`src/hbp_defines.svh`:
```
// Constants for the host bus port: delays, field positions and vector layout.
// Assumes it is included by the host bus port design file.
`ifndef HBP_DEFINES_SVH
`define HBP_DEFINES_SVH
`define HBP_CLK_PERIOD_NS 10
`define HBP_ACK_MIN_EDGES 2
`define HBP_ACK_MID_EDGES 4
`define HBP_ACK_MAX_EDGES 6
`define HBP_ACK_DLY_MSB 7
`define HBP_ACK_DLY_LSB 6
`define HBP_ICR_MOD_TYPE 0
`define HBP_ICR_MOD_CHAN 1
`define HBP_ICR_USE_VREG 2
`define HBP_FIXED_VECTOR 8'h0F
`define HBP_CIR_RESET 8'h00
`define HBP_ADDR_GBCR 7'h48
`define HBP_ADDR_GFIFO 7'h4B
`define HBP_TYPE_RX 3'h1
`define HBP_TYPE_TX 3'h2
`endif

```
`src/hbp_pkg.sv`:
```
// Types of the host bus port.
// Assumes hbp_defines.svh is on the include path.
package hbp_pkg;
  typedef enum logic [3:0] {
    HBP_IDLE = 4'h1,
    HBP_WAIT = 4'h2,
    HBP_ACK = 4'h4,
    HBP_DONE = 4'h8
  } hbp_state_type;
endpackage

```
`src/hbp_host_port.sv`:
```
// Host bus port: strobe decoding, acknowledge timing, interrupt context capture.
// Assumes pins arrive asynchronously; arbitration and FIFOs sit outside on i_clock.
//
// Overview of operation
// - Pin high or open selects separate strobes; low selects acknowledge style.
// - Separate strobes: write latched on first rise of select or write strobe.
// - Separate strobes: read data driven while select and read strobe both low.
// - Acknowledge style: write with select low, direction low, captured at acknowledge.
// - Acknowledge style: read driven while select low, direction high; acknowledge when valid.
// - Acknowledge style: write completes at first of select rise or acknowledge.
// - Seven-bit address decode and eight-bit bidirectional data bus.
// - Acknowledge is open-drain active low, delay chosen by config bits 7:6.
// - Delay counted in system clocks from select fall, at least two edges.
// - Select withdrawn before acknowledge abandons it; cycle ends with strobe timing.
// - Acknowledge released to high impedance at end of each cycle.
// - Interrupt acknowledge drives the vector, and in acknowledge style an acknowledge.
// - Interrupt acknowledge or refresh command captures latest arbitration winner.
// - Vector is fixed or vector register, optionally modified with type and channel.
// - Captured interrupt value holds until next acknowledge or refresh command.
// - Global byte count register redirects by captured context, to byte count of rx or tx.
// - Global FIFO window pops the rx FIFO on reads and pushes the tx FIFO on writes, whatever the captured context.
// - No interrupt above threshold captures zero and zeroes vector context bits.
// - System clock is the timing reference for all control logic.
`timescale 1ns/1ps
`include "hbp_defines.svh"
module hbp_host_port
  import hbp_pkg::*;
(
  input wire logic i_clock,
  input wire logic i_reset,
  input wire logic i_bus_style_select,
  input wire logic i_chip_select_low,
  input wire logic i_read_strobe_low,
  input wire logic i_write_strobe_low,
  input wire logic i_read_write_select,
  input wire logic i_intr_ack_low,
  input wire logic [6:0] i_addr,
  input wire logic [7:0] i_data,
  output logic [7:0] o_data,
  output logic o_data_oe,
  output logic o_transfer_ack_low,
  output logic o_transfer_ack_oe,
  input wire logic [7:0] i_global_chip_config,
  input wire logic [7:0] i_intr_control,
  input wire logic [7:0] i_vector_reg,
  input wire logic i_refresh_capture_command,
  input wire logic i_arb_valid,
  input wire logic [2:0] i_arb_type,
  input wire logic [4:0] i_arb_channel,
  input wire logic [7:0] i_reg_rdata,
  input wire logic [8:0] i_rx_fill,
  input wire logic [8:0] i_tx_fill,
  input wire logic [7:0] i_rx_fifo_data,
  output logic [7:0] o_current_intr_capture,
  output logic [6:0] o_reg_addr,
  output logic [7:0] o_reg_wdata,
  output logic o_reg_write,
  output logic o_reg_read,
  output logic o_rx_fifo_pop,
  output logic o_tx_fifo_push
);
  localparam int ACK_MIN = `HBP_ACK_MIN_EDGES;
  localparam int ACK_MID = `HBP_ACK_MID_EDGES;
  localparam int ACK_MAX = `HBP_ACK_MAX_EDGES;

  // Two flops per asynchronous pin; only the second stage is read.
  logic [5:0] sync1_reg;
  logic [5:0] sync2_reg;
  logic [6:0] addr_s1_reg;
  logic [6:0] addr_reg;
  logic [7:0] wd_s1_reg;
  logic [7:0] wdata_reg;
  logic [7:0] wdata_hold_reg;
  logic [5:0] pins;
  logic style_sep;
  logic cs;
  logic rd;
  logic wr;
  logic rw;
  logic iack;
  logic cs_prev_reg;
  logic wr_prev_reg;
  logic iack_prev_reg;
  logic rd_prev_reg;
  hbp_state_type state_reg;
  logic [2:0] cnt_reg;
  logic [2:0] ack_target;
  logic is_global;
  logic [7:0] read_value;
  logic [7:0] vector_value;
  logic write_event;
  logic read_event;
  logic capture_event;

  assign pins = {i_bus_style_select, i_chip_select_low, i_read_strobe_low,
                 i_write_strobe_low, i_read_write_select, i_intr_ack_low};

  always_ff @(posedge i_clock) begin
    if (i_reset) begin
      sync1_reg <= 6'h3F;
      sync2_reg <= 6'h3F;
      addr_s1_reg <= 7'h00;
      addr_reg <= 7'h00;
      wd_s1_reg <= 8'h00;
      wdata_reg <= 8'h00;
    end else begin
      sync1_reg <= pins;
      sync2_reg <= sync1_reg;
      addr_s1_reg <= i_addr;
      addr_reg <= addr_s1_reg;
      wd_s1_reg <= i_data;
      wdata_reg <= wd_s1_reg;
    end
  end

  assign style_sep = sync2_reg[5];
  assign cs = ~sync2_reg[4];
  assign rd = ~sync2_reg[3];
  assign wr = ~sync2_reg[2];
  assign rw = sync2_reg[1];
  assign iack = ~sync2_reg[0];

  always_ff @(posedge i_clock) begin
    if (i_reset) begin
      cs_prev_reg <= 1'b0;
      wr_prev_reg <= 1'b0;
      rd_prev_reg <= 1'b0;
      iack_prev_reg <= 1'b0;
    end else begin
      cs_prev_reg <= cs;
      wr_prev_reg <= wr;
      rd_prev_reg <= rd;
      iack_prev_reg <= iack;
    end
  end

  // Data is kept from the last selected sample, since a host may drop it with the select.
  always_ff @(posedge i_clock) begin
    if (i_reset) begin
      wdata_hold_reg <= 8'h00;
    end else if (cs) begin
      wdata_hold_reg <= wdata_reg;
    end
  end

  // Codes 2 and 3 both give the longest delay.
  always_comb begin
    case (i_global_chip_config[`HBP_ACK_DLY_MSB:`HBP_ACK_DLY_LSB])
      2'b00: ack_target = 3'(ACK_MIN);
      2'b01: ack_target = 3'(ACK_MID);
      default: ack_target = 3'(ACK_MAX);
    endcase
  end

  // Acknowledge sequencer, acknowledge style only.
  always_ff @(posedge i_clock) begin
    if (i_reset) begin
      state_reg <= HBP_IDLE;
      cnt_reg <= 3'h0;
    end else begin
      case (state_reg)
        HBP_IDLE: begin
          cnt_reg <= 3'h0;
          if (!style_sep && (cs || iack)) begin
            state_reg <= HBP_WAIT;
            cnt_reg <= 3'h1;
          end
        end
        HBP_WAIT: begin
          if (!(cs || iack)) begin
            state_reg <= HBP_IDLE;
          end else if (cnt_reg >= ack_target - 3'h1) begin
            state_reg <= HBP_ACK;
          end else begin
            cnt_reg <= cnt_reg + 3'h1;
          end
        end
        HBP_ACK: begin
          state_reg <= HBP_DONE;
        end
        HBP_DONE: begin
          if (!(cs || iack)) begin
            state_reg <= HBP_IDLE;
          end
        end
        default: state_reg <= HBP_IDLE;
      endcase
    end
  end

  // Open-drain: enable only while pulling low, released between cycles.
  assign o_transfer_ack_low = 1'b0;
  assign o_transfer_ack_oe = (state_reg == HBP_ACK) || (state_reg == HBP_DONE);

  // Write completion: first rise of select or write strobe, or the acknowledge.
  always_comb begin
    if (style_sep) begin
      write_event = (cs_prev_reg && wr_prev_reg) && !(cs && wr);
    end else begin
      write_event = (cs_prev_reg && !rw && !iack_prev_reg) &&
                    ((state_reg == HBP_ACK) ||
                     (!cs && state_reg == HBP_WAIT));
    end
  end

  always_comb begin
    if (style_sep) begin
      read_event = (cs_prev_reg && rd_prev_reg) && !(cs && rd);
    end else begin
      read_event = cs_prev_reg && rw && !cs;
    end
  end

  assign capture_event = (iack && !iack_prev_reg) || i_refresh_capture_command;

  always_ff @(posedge i_clock) begin
    if (i_reset) begin
      o_current_intr_capture <= `HBP_CIR_RESET;
    end else if (capture_event) begin
      if (i_arb_valid) begin
        o_current_intr_capture <= {i_arb_type, i_arb_channel};
      end else begin
        o_current_intr_capture <= `HBP_CIR_RESET;
      end
    end
  end

  // Context bits come from the capture, so a zero capture zeroes them too.
  always_comb begin
    if (i_intr_control[`HBP_ICR_USE_VREG]) begin
      vector_value = i_vector_reg;
    end else begin
      vector_value = `HBP_FIXED_VECTOR;
    end
    if (i_intr_control[`HBP_ICR_MOD_TYPE]) begin
      vector_value[7:5] = o_current_intr_capture[7:5];
    end
    if (i_intr_control[`HBP_ICR_MOD_CHAN]) begin
      vector_value[4:0] = o_current_intr_capture[4:0];
    end
  end

  assign is_global = (addr_reg == `HBP_ADDR_GBCR) || (addr_reg == `HBP_ADDR_GFIFO);

  always_comb begin
    if (iack) begin
      read_value = vector_value;
    end else if (addr_reg == `HBP_ADDR_GBCR) begin
      if (o_current_intr_capture[7:5] == `HBP_TYPE_TX) begin
        read_value = i_tx_fill[7:0];
      end else if (o_current_intr_capture[7:5] == `HBP_TYPE_RX) begin
        read_value = i_rx_fill[7:0];
      end else begin
        read_value = 8'h00;
      end
    end else if (addr_reg == `HBP_ADDR_GFIFO) begin
      read_value = i_rx_fifo_data;
    end else begin
      read_value = i_reg_rdata;
    end
  end

  // Read data is registered; the drive window follows the synchronised strobes.
  always_ff @(posedge i_clock) begin
    if (i_reset) begin
      o_data <= 8'h00;
      o_data_oe <= 1'b0;
    end else begin
      o_data <= read_value;
      if (style_sep) begin
        o_data_oe <= (cs && rd) || iack;
      end else begin
        o_data_oe <= (cs && rw) || iack;
      end
    end
  end

  always_ff @(posedge i_clock) begin
    if (i_reset) begin
      o_reg_addr <= 7'h00;
      o_reg_wdata <= 8'h00;
      o_reg_write <= 1'b0;
      o_reg_read <= 1'b0;
      o_rx_fifo_pop <= 1'b0;
      o_tx_fifo_push <= 1'b0;
    end else begin
      o_reg_addr <= addr_reg;
      o_reg_wdata <= wdata_hold_reg;
      o_reg_write <= write_event && !is_global;
      o_reg_read <= read_event && !is_global;
      o_rx_fifo_pop <= read_event && (addr_reg == `HBP_ADDR_GFIFO);
      o_tx_fifo_push <= write_event && (addr_reg == `HBP_ADDR_GFIFO);
    end
  end
endmodule

```
`config.mk`:
```
export PLATFORM = sky130hd
export DESIGN_NAME = hbp_host_port
export DESIGN_NICKNAME = d
export VERILOG_FILES = /design/src/hbp_pkg.sv /design/src/hbp_host_port.sv
export VERILOG_INCLUDE_DIRS = /design/src
export SDC_FILE = /design/constraint.sdc
export NUM_CORES = 1
export LEC_CHECK = 0
export BUFFER_PORTS_ARGS = -buffer_cell sky130_fd_sc_hd__buf_2
export CAP_MARGIN = 20
export CORE_MARGIN = 1
export CORE_UTILIZATION = 44
export DETAILED_ROUTE_END_ITERATION = 16
export PLACE_DENSITY = 0.83
export SYNTH_ARGS = -nofsm -noshare
export SYNTH_HDL_FRONTEND = slang
export SYNTH_SLANG_ARGS = --single-unit
```
`constraint.sdc`:
```
create_clock -name i_clock -period 1.85 [get_ports i_clock]
set_input_delay 0.555 -clock i_clock [delete_from_list [all_inputs] [get_ports i_clock]]
set_output_delay 0.555 -clock i_clock [all_outputs]
set_load 0.01 [all_outputs]
```
==> flow_metrics.tcl, run 1 <==
set metrics [dict create \
    maxSlewViolCount 0 \
    yosysWarningCount 0 \
    antenna_found_initial 0 \
    dp_cells 531 \
    synth_top_family_by_area "simple AND/OR/NAND/NOR gates" \
    nets 537 \
    start_kind "register" \
    initialDrtViolationCount 89 \
    comb_power_share 0.079 \
    antenna_left 0 \
    critPathTopFamily "simple AND/OR/NAND/NOR gates" \
    vias 2707 \
    endpoint_kind "output port" \
    fin_hold_ws_ps 387.4 \
    holdPathEnd "sync1_reg[4]" \
    cts_tree "built" \
    use_met1 0.2016 \
    r2r_start "state_reg[1]" \
    grtUsageMet3 0.04209 \
    setup_viol 1 \
    top_usage_layer "met2" \
    clock_sinks 97 \
    grt_util_all_layers 0.1844 \
    drive_gt1_frac 0.3624 \
    ys_seq_area_frac 0.5633 \
    dieArea_um2 8192 \
    fmax_mhz 538.5 \
    dpl.hpwl_um 5352 \
    cts_root_buf "clkbuf_8" \
    run_status "finished, violations left" \
    regArea_um2 1944 \
    switching_share 0.2452 \
    antenna_cells 0 \
    post_drt_wl_per_cell_um 13.06 \
    worst_slack_ps -6.898 \
    power.share.clock 0.333 \
    dieWidth_um 90.51 \
    vias_per_cell 4.958 \
    area_delta_synth_final_pct 24.50 \
    io_pins 129 \
    synth_edf_count 0 \
    critPathBufInv 1 \
    power_density_nw_per_um2 869.9 \
    grt_max_degree 56 \
    cp_data_arrival_time_ps 1300 \
    ys_seq_elements 97 \
    slew-limit-headroom 0.6461 \
    violations "setup timing" \
    cell_internal_pwr_mw 2.818 \
    synth_compound_area_frac 0.1445 \
    hold_class "input pin to register" \
    numPortBuffers 114 \
    initial_core_util 0.4653 \
    worstRegToRegCells 4 \
    fin_crit_sh 1.004 \
    synthArstFlopShare 0 \
    synth_cell_type_count 48 \
    seq_power_share 0.588 \
    cts_setup_buffers 0 \
    synthCells 333 \
    cts_hold_buffers 0 \
    met2_usage 0.3422 \
    hold_viol 0 \
    crit_type "register to output port" \
    max-cap-violations 0 \
    skew_ps 10.07 \
    cts_max_level 3 \
    clock_latency_ps 350 \
    netlist_area_um2 3447 \
    syn-num-nets 427 \
    slowest_delay_ps 350 \
    fillers 677 \
    holdPathStages 2 \
    gp_congestion 0.7974 \
    power_leakage_nw 1.950 \
    synthXorXnorAreaFrac 0.002541 \
    fin_cells 546 \
    synth_simple_gate_area_frac 0.2149 \
    core-area_um2 7408 \
    die_height_um 90.51 \
    cts.clk_slew.worst_paths_ps 90 \
    firstDrtPassIters 4 \
    rr_endpoint "cnt_reg[0]" \
    grt_overflow 0 \
    multi_input_area_um2 1413 \
    yosys.area_share.adder 0.01089 \
    synthMuxAreaShare 0.03230 \
    drc_errors 0 \
    max-vdd-ir-drop_mv 0.4533 \
    p_sw_mw 0.9154 \
    ys.flop_type "dfxtp_1" \
    crit_fanout 6 \
    fp-row-count 31 \
    grt_pass1_vias 2698 \
    fin_crit_ps 1857 \
    wl_um 7131 \
    cp.required_ps 1290 \
    r2r_slack_ps 190 \
    clk_path_buf_depth 2 \
    holdCritStartpoint "i_chip_select_low" \
    avgSynthCellArea_um2 10.35 \
    crit_path_cell_trace "nand2b_1, nor2b_1, nor3_2, buf_2" \
    grt_pass1_wl_um 12080 \
    rsz0062_at_grt "true" \
    worst_pin_slew_ps 529.5 \
    cp_slowest_cell "dfxtp_2" \
    cts_made_buffers 9 \
]
==> metal layers <==
layer	part of all wire	vias to the layer above
met5	0	-
met4	0.015	0
met3	0.060	10
met2	0.51	100
met1	0.42	1239
li1	-	1358
==> cells in the final DEF, fill, tap and decap left out, types with 5 or more instances in the layout <==
| cell type | Yosys | layout |
|---|---|---|
| buf_2 | 3 | 114 |
| dfxtp_1 | 97 | 95 |
| nor2b_1 | 50 | 49 |
| nand2_1 | 23 | 23 |
| nor2_1 | 17 | 17 |
| or2_2 | 14 | 14 |
| a21oi_1 | 12 | 12 |
| nand3_1 | 10 | 10 |
| a22o_1 | 10 | 10 |
| mux2i_1 | 10 | 10 |
| clkbuf_8 | 0 | 9 |
| a221o_1 | 8 | 8 |
| buf_4 | 1 | 6 |
| inv_1 | 5 | 5 |
| o2bb2ai_1 | 5 | 5 |
| o22ai_1 | 5 | 5 |
==> cell type report <==
class	count	share of cell area
timing repair buffer	120	0.1434
multi-input combinational	210	0.3292
sequential	97	0.4531
inverter	5	0.004373
clock inverter	6	0.01224
tap	99	0.02886
clock buffer	9	0.02886
==> metrics by stage <==
stage | cell area [um2] | utilization | power [mW] | worst slack, ps | TNS, ps
6_report | 4292 | 0.5793 | 3.733 | -6.898 | -6.898
5_1_grt | 4292 | 0.5793 | 3.908 | -80.77 | -80.77
4_1_cts | 4287 | 0.5786 | 3.769 | -19.21 | -19.21
3_5_place_dp | 4100 | 0.5535 | 2.539 | -163.1 | -462.6
3_3_place_gp | 4100 | 0.5535 | 2.527 | -97.07 | -222.4
2_1_floorplan | 3447 | - | 2.395 | 87.73 | 0
==> cell families (layout without fill, tap and decap cells) <==
| kind of cell | after synthesis | after routing |
|---|---|---|
| simple gates | 132 | 132 |
| flops | 97 | 97 |
| other cells | 1 | 1 |
| buf+inv | 26 | 140 |
| xor+xnor | 1 | 1 |
| mux | 11 | 11 |
| compound gates | 62 | 62 |
| fa+ha+maj | 3 | 3 |
==> what timing repair did <==
item	4_1_cts	5_1_grt
pin swaps	0	0
endpoints found under the setup margin	1	1
resized for setup	4	1
==> synth_stat cells, types with 2 or more instances <==
cell | count | area share
o22ai_1 | 5 | 0.0091
nor2_1 | 17 | 0.019
ha_1 | 3 | 0.011
o21ai_0 | 3 | 0.0044
clkbuf_1 | 15 | 0.016
buf_2 | 3 | 0.0044
nand3_1 | 10 | 0.015
dfxtp_1 | 97 | 0.56
mux2i_1 | 10 | 0.029
nand2_1 | 23 | 0.025
o2bb2ai_1 | 5 | 0.013
nand2b_1 | 4 | 0.0073
a221o_1 | 8 | 0.023
inv_1 | 5 | 0.0054
a22o_1 | 10 | 0.025
a221oi_2 | 2 | 0.0087
or2_2 | 14 | 0.025
a22oi_1 | 2 | 0.0044
buf_1 | 2 | 0.0022
a21o_1 | 3 | 0.0065
nor2b_1 | 50 | 0.091
a21oi_1 | 12 | 0.017
nor3_1 | 3 | 0.0044
a211oi_1 | 3 | 0.0065
==> worst max path at each step <==
stage,start,endpoint,slack [ps],cells past startpoint
floorplan,i_global_chip_config[7],cnt_reg[0],90,7
global placement,i_global_chip_config[7],cnt_reg[0],-100,8
detailed placement,i_global_chip_config[7],cnt_reg[0],-160,8
CTS,state_reg[2],o_transfer_ack_oe,-20,4
global route,state_reg[2],o_transfer_ack_oe,-80,4
finish,state_reg[2],o_transfer_ack_oe,-7,4
==> power by group through the flow <==
stage | clock network, mW | logic, mW | registers, mW
floorplan | 0 | 0.151 | 2.24
global placement | 0 | 0.287 | 2.24
detailed placement | 0 | 0.295 | 2.24
CTS | 1.28 | 0.297 | 2.19
global route | 1.38 | 0.327 | 2.20
finish | 1.24 | 0.295 | 2.19
Note: power is estimated with default switching activity, not from simulation.
==> inputs of run 2 (changes only) <==
SKIP_CTS_REPAIR_TIMING = 1   (was not set)
==> run 2 against run 1 <==
  * The flow still finishes with violations (setup timing)
  * Combinational power hardly changed
  * Die area stayed put
  * Wire length is 0.17% higher
  * Non-clock buffer count stayed put
  * Critical path type unchanged
==> flow_metrics.tcl, run 2 (synthesized netlist as in run 1, its figures left out) <==
set metrics [dict create \
    dp_slack_ps -163.1 \
    fin_hold_ws_ps 389.1 \
    cts.clk_slew.worst_paths_ps 90 \
    post_drt_wl_per_cell_um 13.08 \
    drc_errors 0 \
    nets 537 \
    cp_data_arrival_time_ps 1300 \
    wl_um 7143 \
    grt_max_degree 56 \
    holdPathEnd "sync1_reg[4]" \
    core-area_um2 7408 \
    slowest_delay_ps 360 \
    finalCoreUtilization 0.5793 \
    slew-limit-headroom 0.6460 \
    startpoint "state_reg[2]" \
    power_leakage_nw 1.950 \
    worstRegToRegCells 4 \
    grt_pass1_wl_um 12080 \
    r2r_start "state_reg[1]" \
    skew_ps 10.07 \
    hold_viol 0 \
    max-vdd-ir-drop_mv 0.4534 \
    dpl.hpwl_um 5352 \
    fin_cells 546 \
    initial_core_util 0.4653 \
    die_height_um 90.51 \
    layout_common_cells "buf_2, dfxtp_1, nor2b_1" \
    rr_endpoint "cnt_reg[0]" \
    grt_util_all_layers 0.1844 \
    fmax_mhz 538.4 \
    cts_made_buffers 9 \
    crit_path_cell_trace "nand2b_1, nor2b_1, nor3_2, buf_2" \
    endpoint_kind "output port" \
    critPathTopFamily "simple AND/OR/NAND/NOR gates" \
    crit_fanout 6 \
    dieArea_um2 8192 \
    cp.required_ps 1290 \
    crit_type "register to output port" \
    io_pins 129 \
    holdPathStages 2 \
    power_mw 3.727 \
    power_density_nw_per_um2 868.5 \
    setup_viol 1 \
    clk_path_buf_depth 2 \
    antenna_left 0 \
    max-cap-violations 0 \
    fin_crit_sh 1.004 \
    clock_latency_ps 350 \
    worst_pin_slew_ps 529.6 \
    antenna_cells 0 \
    maxSlewViolCount 0 \
    cts_max_level 3 \
    drive_gt1_frac 0.3624 \
    cts_tree "built" \
    firstDrtPassIters 4 \
    antenna_found_initial 0 \
    initialDrtViolationCount 89 \
    dp_cells 531 \
    numPortBuffers 114 \
    fin_crit_ps 1857 \
    final_common_cell "buf_2" \
    vias 2697 \
    holdCritStartpoint "i_chip_select_low" \
    dieWidth_um 90.51 \
    clock_sinks 97 \
    fp-row-count 31 \
    area_delta_synth_final_pct 24.50 \
    rsz0062_at_grt "true" \
    gp_congestion 0.7974 \
    r2r_slack_ps 190 \
    grt_overflow 0 \
    critPathBufInv 1 \
    start_kind "register" \
    hold_class "input pin to register" \
    vias_per_cell 4.940 \
    violations "setup timing" \
    grt_pass1_vias 2703 \
    cts_root_buf "clkbuf_8" \
    cp_slowest_cell "dfxtp_2" \
    worst_slack_ps -7.478 \
    run_status "finished, violations left" \
]
## run 2: worst max-delay path by stage
| stage | to | depth (start not counted) |
|---|---|---|
| detailed placement | cnt_reg[0] | 8 |
| global placement | cnt_reg[0] | 8 |
| CTS | o_transfer_ack_oe | 4 |
| global route | o_transfer_ack_oe | 4 |
| finish | o_transfer_ack_oe | 4 |
| floorplan | cnt_reg[0] | 7 |
## run 2: where the power goes
group	switching, mW	internal, mW
clock	0.735	0.503
combinational	0.140	0.155
sequential	0.0353	2.16
total	0.910	2.82
## run 2: worst register-to-register path: cells and delay by family, from the launching register on
kind | cells | cell delay, ps
AO/OA/AOI/OAI | 3 | 580
AND/OR/NAND/NOR | 1 | 530
flip-flops | 1 | 470
## run 2: routing by layer
| metal | wire length (um) | up-vias | track usage | part of all wire |
|---|---|---|---|---|
| met5 | 0 | - | 0 | 0 |
| met1 | 3010 | 1228 | 0.2016 | 0.42 |
| met3 | 428 | 9 | 0.04209 | 0.060 |
| met4 | 89 | 0 | 0.07124 | 0.012 |
| met2 | 3614 | 102 | 0.3422 | 0.51 |
| li1 | - | 1358 | - | - |
## run 2: final cells by class
type | instances | area (um2)
Inverter | 5 | 18.77
Tap cell | 99 | 123.9
Clock buffer | 9 | 123.9
Multi-Input combinational cell | 210 | 1413
Sequential cell | 97 | 1944
Fill cell | 677 | 3117
Timing Repair Buffer | 120 | 615.6
Clock inverter | 6 | 52.55
## run 2: stage by stage
step / TNS [ps] / area (um2)
floorplan: 0 / 3447
global placement: -222.4 / 4100
detailed placement: -462.6 / 4100
CTS: -206.1 / 4277
global route: -80.77 / 4292
finish: -7.478 / 4292
==> inputs of run 3 (changes only) <==
CORE_ASPECT_RATIO = 2   (was not set)
==> run 3 against run 2 <==
  * Die area rose by 0.26%
  * Combinational power barely moved
  * Register-to-register slack improved by 40 ps
  * Clock power rose by 48%
  * Sequential share of layout area fell by 1.3 points
  * Final cell count fell by 0.37%
  * The run now ends clean
  * First-iteration DRC count fell by 7.9%
  * Flip-flop and latch count did not move
  * Fmax rose by 3.8%
  * Global-route usage fell by 1.5 points
==> flow_metrics.tcl, run 3 (synthesized netlist as in run 1, its figures left out) <==
set metrics [dict create \
    cp_data_arrival_time_ps 1230 \
    cp_slowest_cell "dfxtp_2" \
    fillers 650 \
    slowest_delay_ps 350 \
    dp_slack_ps -122.7 \
    setup_tns_ps 0 \
    maxSlewViolCount 0 \
    area_delta_synth_final_pct 28.24 \
    switching_share 0.2181 \
    dpl_cell_area_um2 4109 \
    run_status "finished clean" \
    final_common_cell "buf_2" \
    p_sw_mw 0.9421 \
    worst_pin_slew_ps 582.4 \
    layout_common_cells "buf_2, dfxtp_1, nor2b_1" \
    crit_type "register to output port" \
    start_kind "register" \
    dieArea_um2 8213 \
    rsz0062_at_grt "false" \
    antenna_cells 0 \
    r2r_slack_ps 230 \
    cts.clk_slew.worst_paths_ps 70 \
    worst_slack_ps 60.52 \
    grt_max_degree 56 \
    seq_power_share 0.508 \
    slew-limit-headroom 0.6109 \
    crit_fanout 6 \
    startpoint "state_reg[2]" \
    hold_viol 0 \
    io_pins 129 \
    fp-row-count 45 \
    cts_tree "built" \
    cell_internal_pwr_mw 3.378 \
    fmax_mhz 558.8 \
    skew_ps 2.393 \
    clk_path_buf_depth 2 \
    max-cap-violations 0 \
    initialDrtViolationCount 82 \
    antenna_left 0 \
    power_density_nw_per_um2 977.2 \
    grt_overflow 0 \
    drc_errors 0 \
    fin_crit_ps 1789 \
    crit_end "o_transfer_ack_oe" \
    antenna_found_initial 0 \
    power.share.clock 0.424 \
    cp.required_ps 1290 \
    setup_viol 0 \
    dpl.hpwl_um 5045 \
    cts_root_buf "clkbuf_16" \
    wl_um 6854 \
    vias 2699 \
    post_drt_wl_per_cell_um 12.60 \
    power_leakage_nw 2.022 \
    cts_max_level 3 \
    clock_sinks 97 \
    r2r_start "state_reg[1]" \
    holdCritStartpoint "i_bus_style_select" \
    die_height_um 127.2 \
    grt_pass1_wl_um 10600 \
    numPortBuffers 114 \
    power_mw 4.320 \
    grt_util_all_layers 0.1690 \
    drive_gt1_frac 0.3644 \
    grt_pass1_vias 2503 \
    crit_path_cell_trace "nand2b_1, nor2b_1, nor3_1, buf_2" \
    rr_endpoint "cnt_reg[0]" \
    firstDrtPassIters 4 \
    cts_made_buffers 9 \
    comb_power_share 0.068 \
    worstRegToRegCells 4 \
    dieWidth_um 64.59 \
    vias_per_cell 4.961 \
    initial_core_util 0.4535 \
    stdcell_area_um2 4420 \
    fin_crit_sh 0.9673 \
    hold_class "input pin to register" \
    max-vdd-ir-drop_mv 0.5458 \
    nets 539 \
    endpoint_kind "output port" \
    core-area_um2 7601 \
    gp_congestion 0.8419 \
    clock_latency_ps 330 \
    finalCoreUtilization 0.5816 \
]
run 3: worst max-delay path, delay by kind of cell (launching register included):
family | cells | cell delay, ps
buffers and inverters | 1 | 160
flip-flops | 1 | 350
AND/OR/NAND/NOR | 3 | 390
run 3: power groups by stage:
stage | combinational [mW] | clock, mW | sequential (mW)
2_1_floorplan | 0.151 | 0 | 2.24
3_3_place_gp | 0.286 | 0 | 2.24
3_5_place_dp | 0.293 | 0 | 2.24
4_1_cts | 0.294 | 1.89 | 2.19
5_1_grt | 0.322 | 1.98 | 2.20
6_report | 0.292 | 1.83 | 2.19
run 3: area by class of cell:
cell class | count | area [um2] | share of cell area
clock buffer | 9 | 225.2 | 0.05095
clock inverter | 7 | 76.32 | 0.01727
inverter | 5 | 18.77 | 0.004246
multi-input combinational | 210 | 1408 | 0.3184
sequential | 97 | 1944 | 0.4399
tap | 94 | 117.6 | 0.02661
timing repair buffer | 122 | 630.6 | 0.1427
run 3: stage by stage:
| step | std cells | hold slack [ps] |
|---|---|---|
| 4_1_cts | 544 | 387.8 |
| 3_5_place_dp | 528 | 392.3 |
| 2_1_floorplan | 333 | 389.5 |
| 5_1_grt | 544 | 389.2 |
| 6_report | 544 | 401.0 |
| 3_3_place_gp | 528 | 393.0 |
run 3: layer usage:
metal / track usage / wire length [um]
met2: 0.3003 / 3589
met3: 0.04286 / 345
met4: 0.1216 / 303
met1: 0.1639 / 2615
met5: 0 / 0
run 3: how the worst min path moves through the flow:
stage               depth (start not counted)           end
floorplan                                   1  sync2_reg[0]
global placement                            1  sync2_reg[4]
detailed placement                          1  sync2_reg[2]
CTS                                         2  sync1_reg[5]
global route                                2  sync1_reg[2]
finish                                      2  sync1_reg[5]
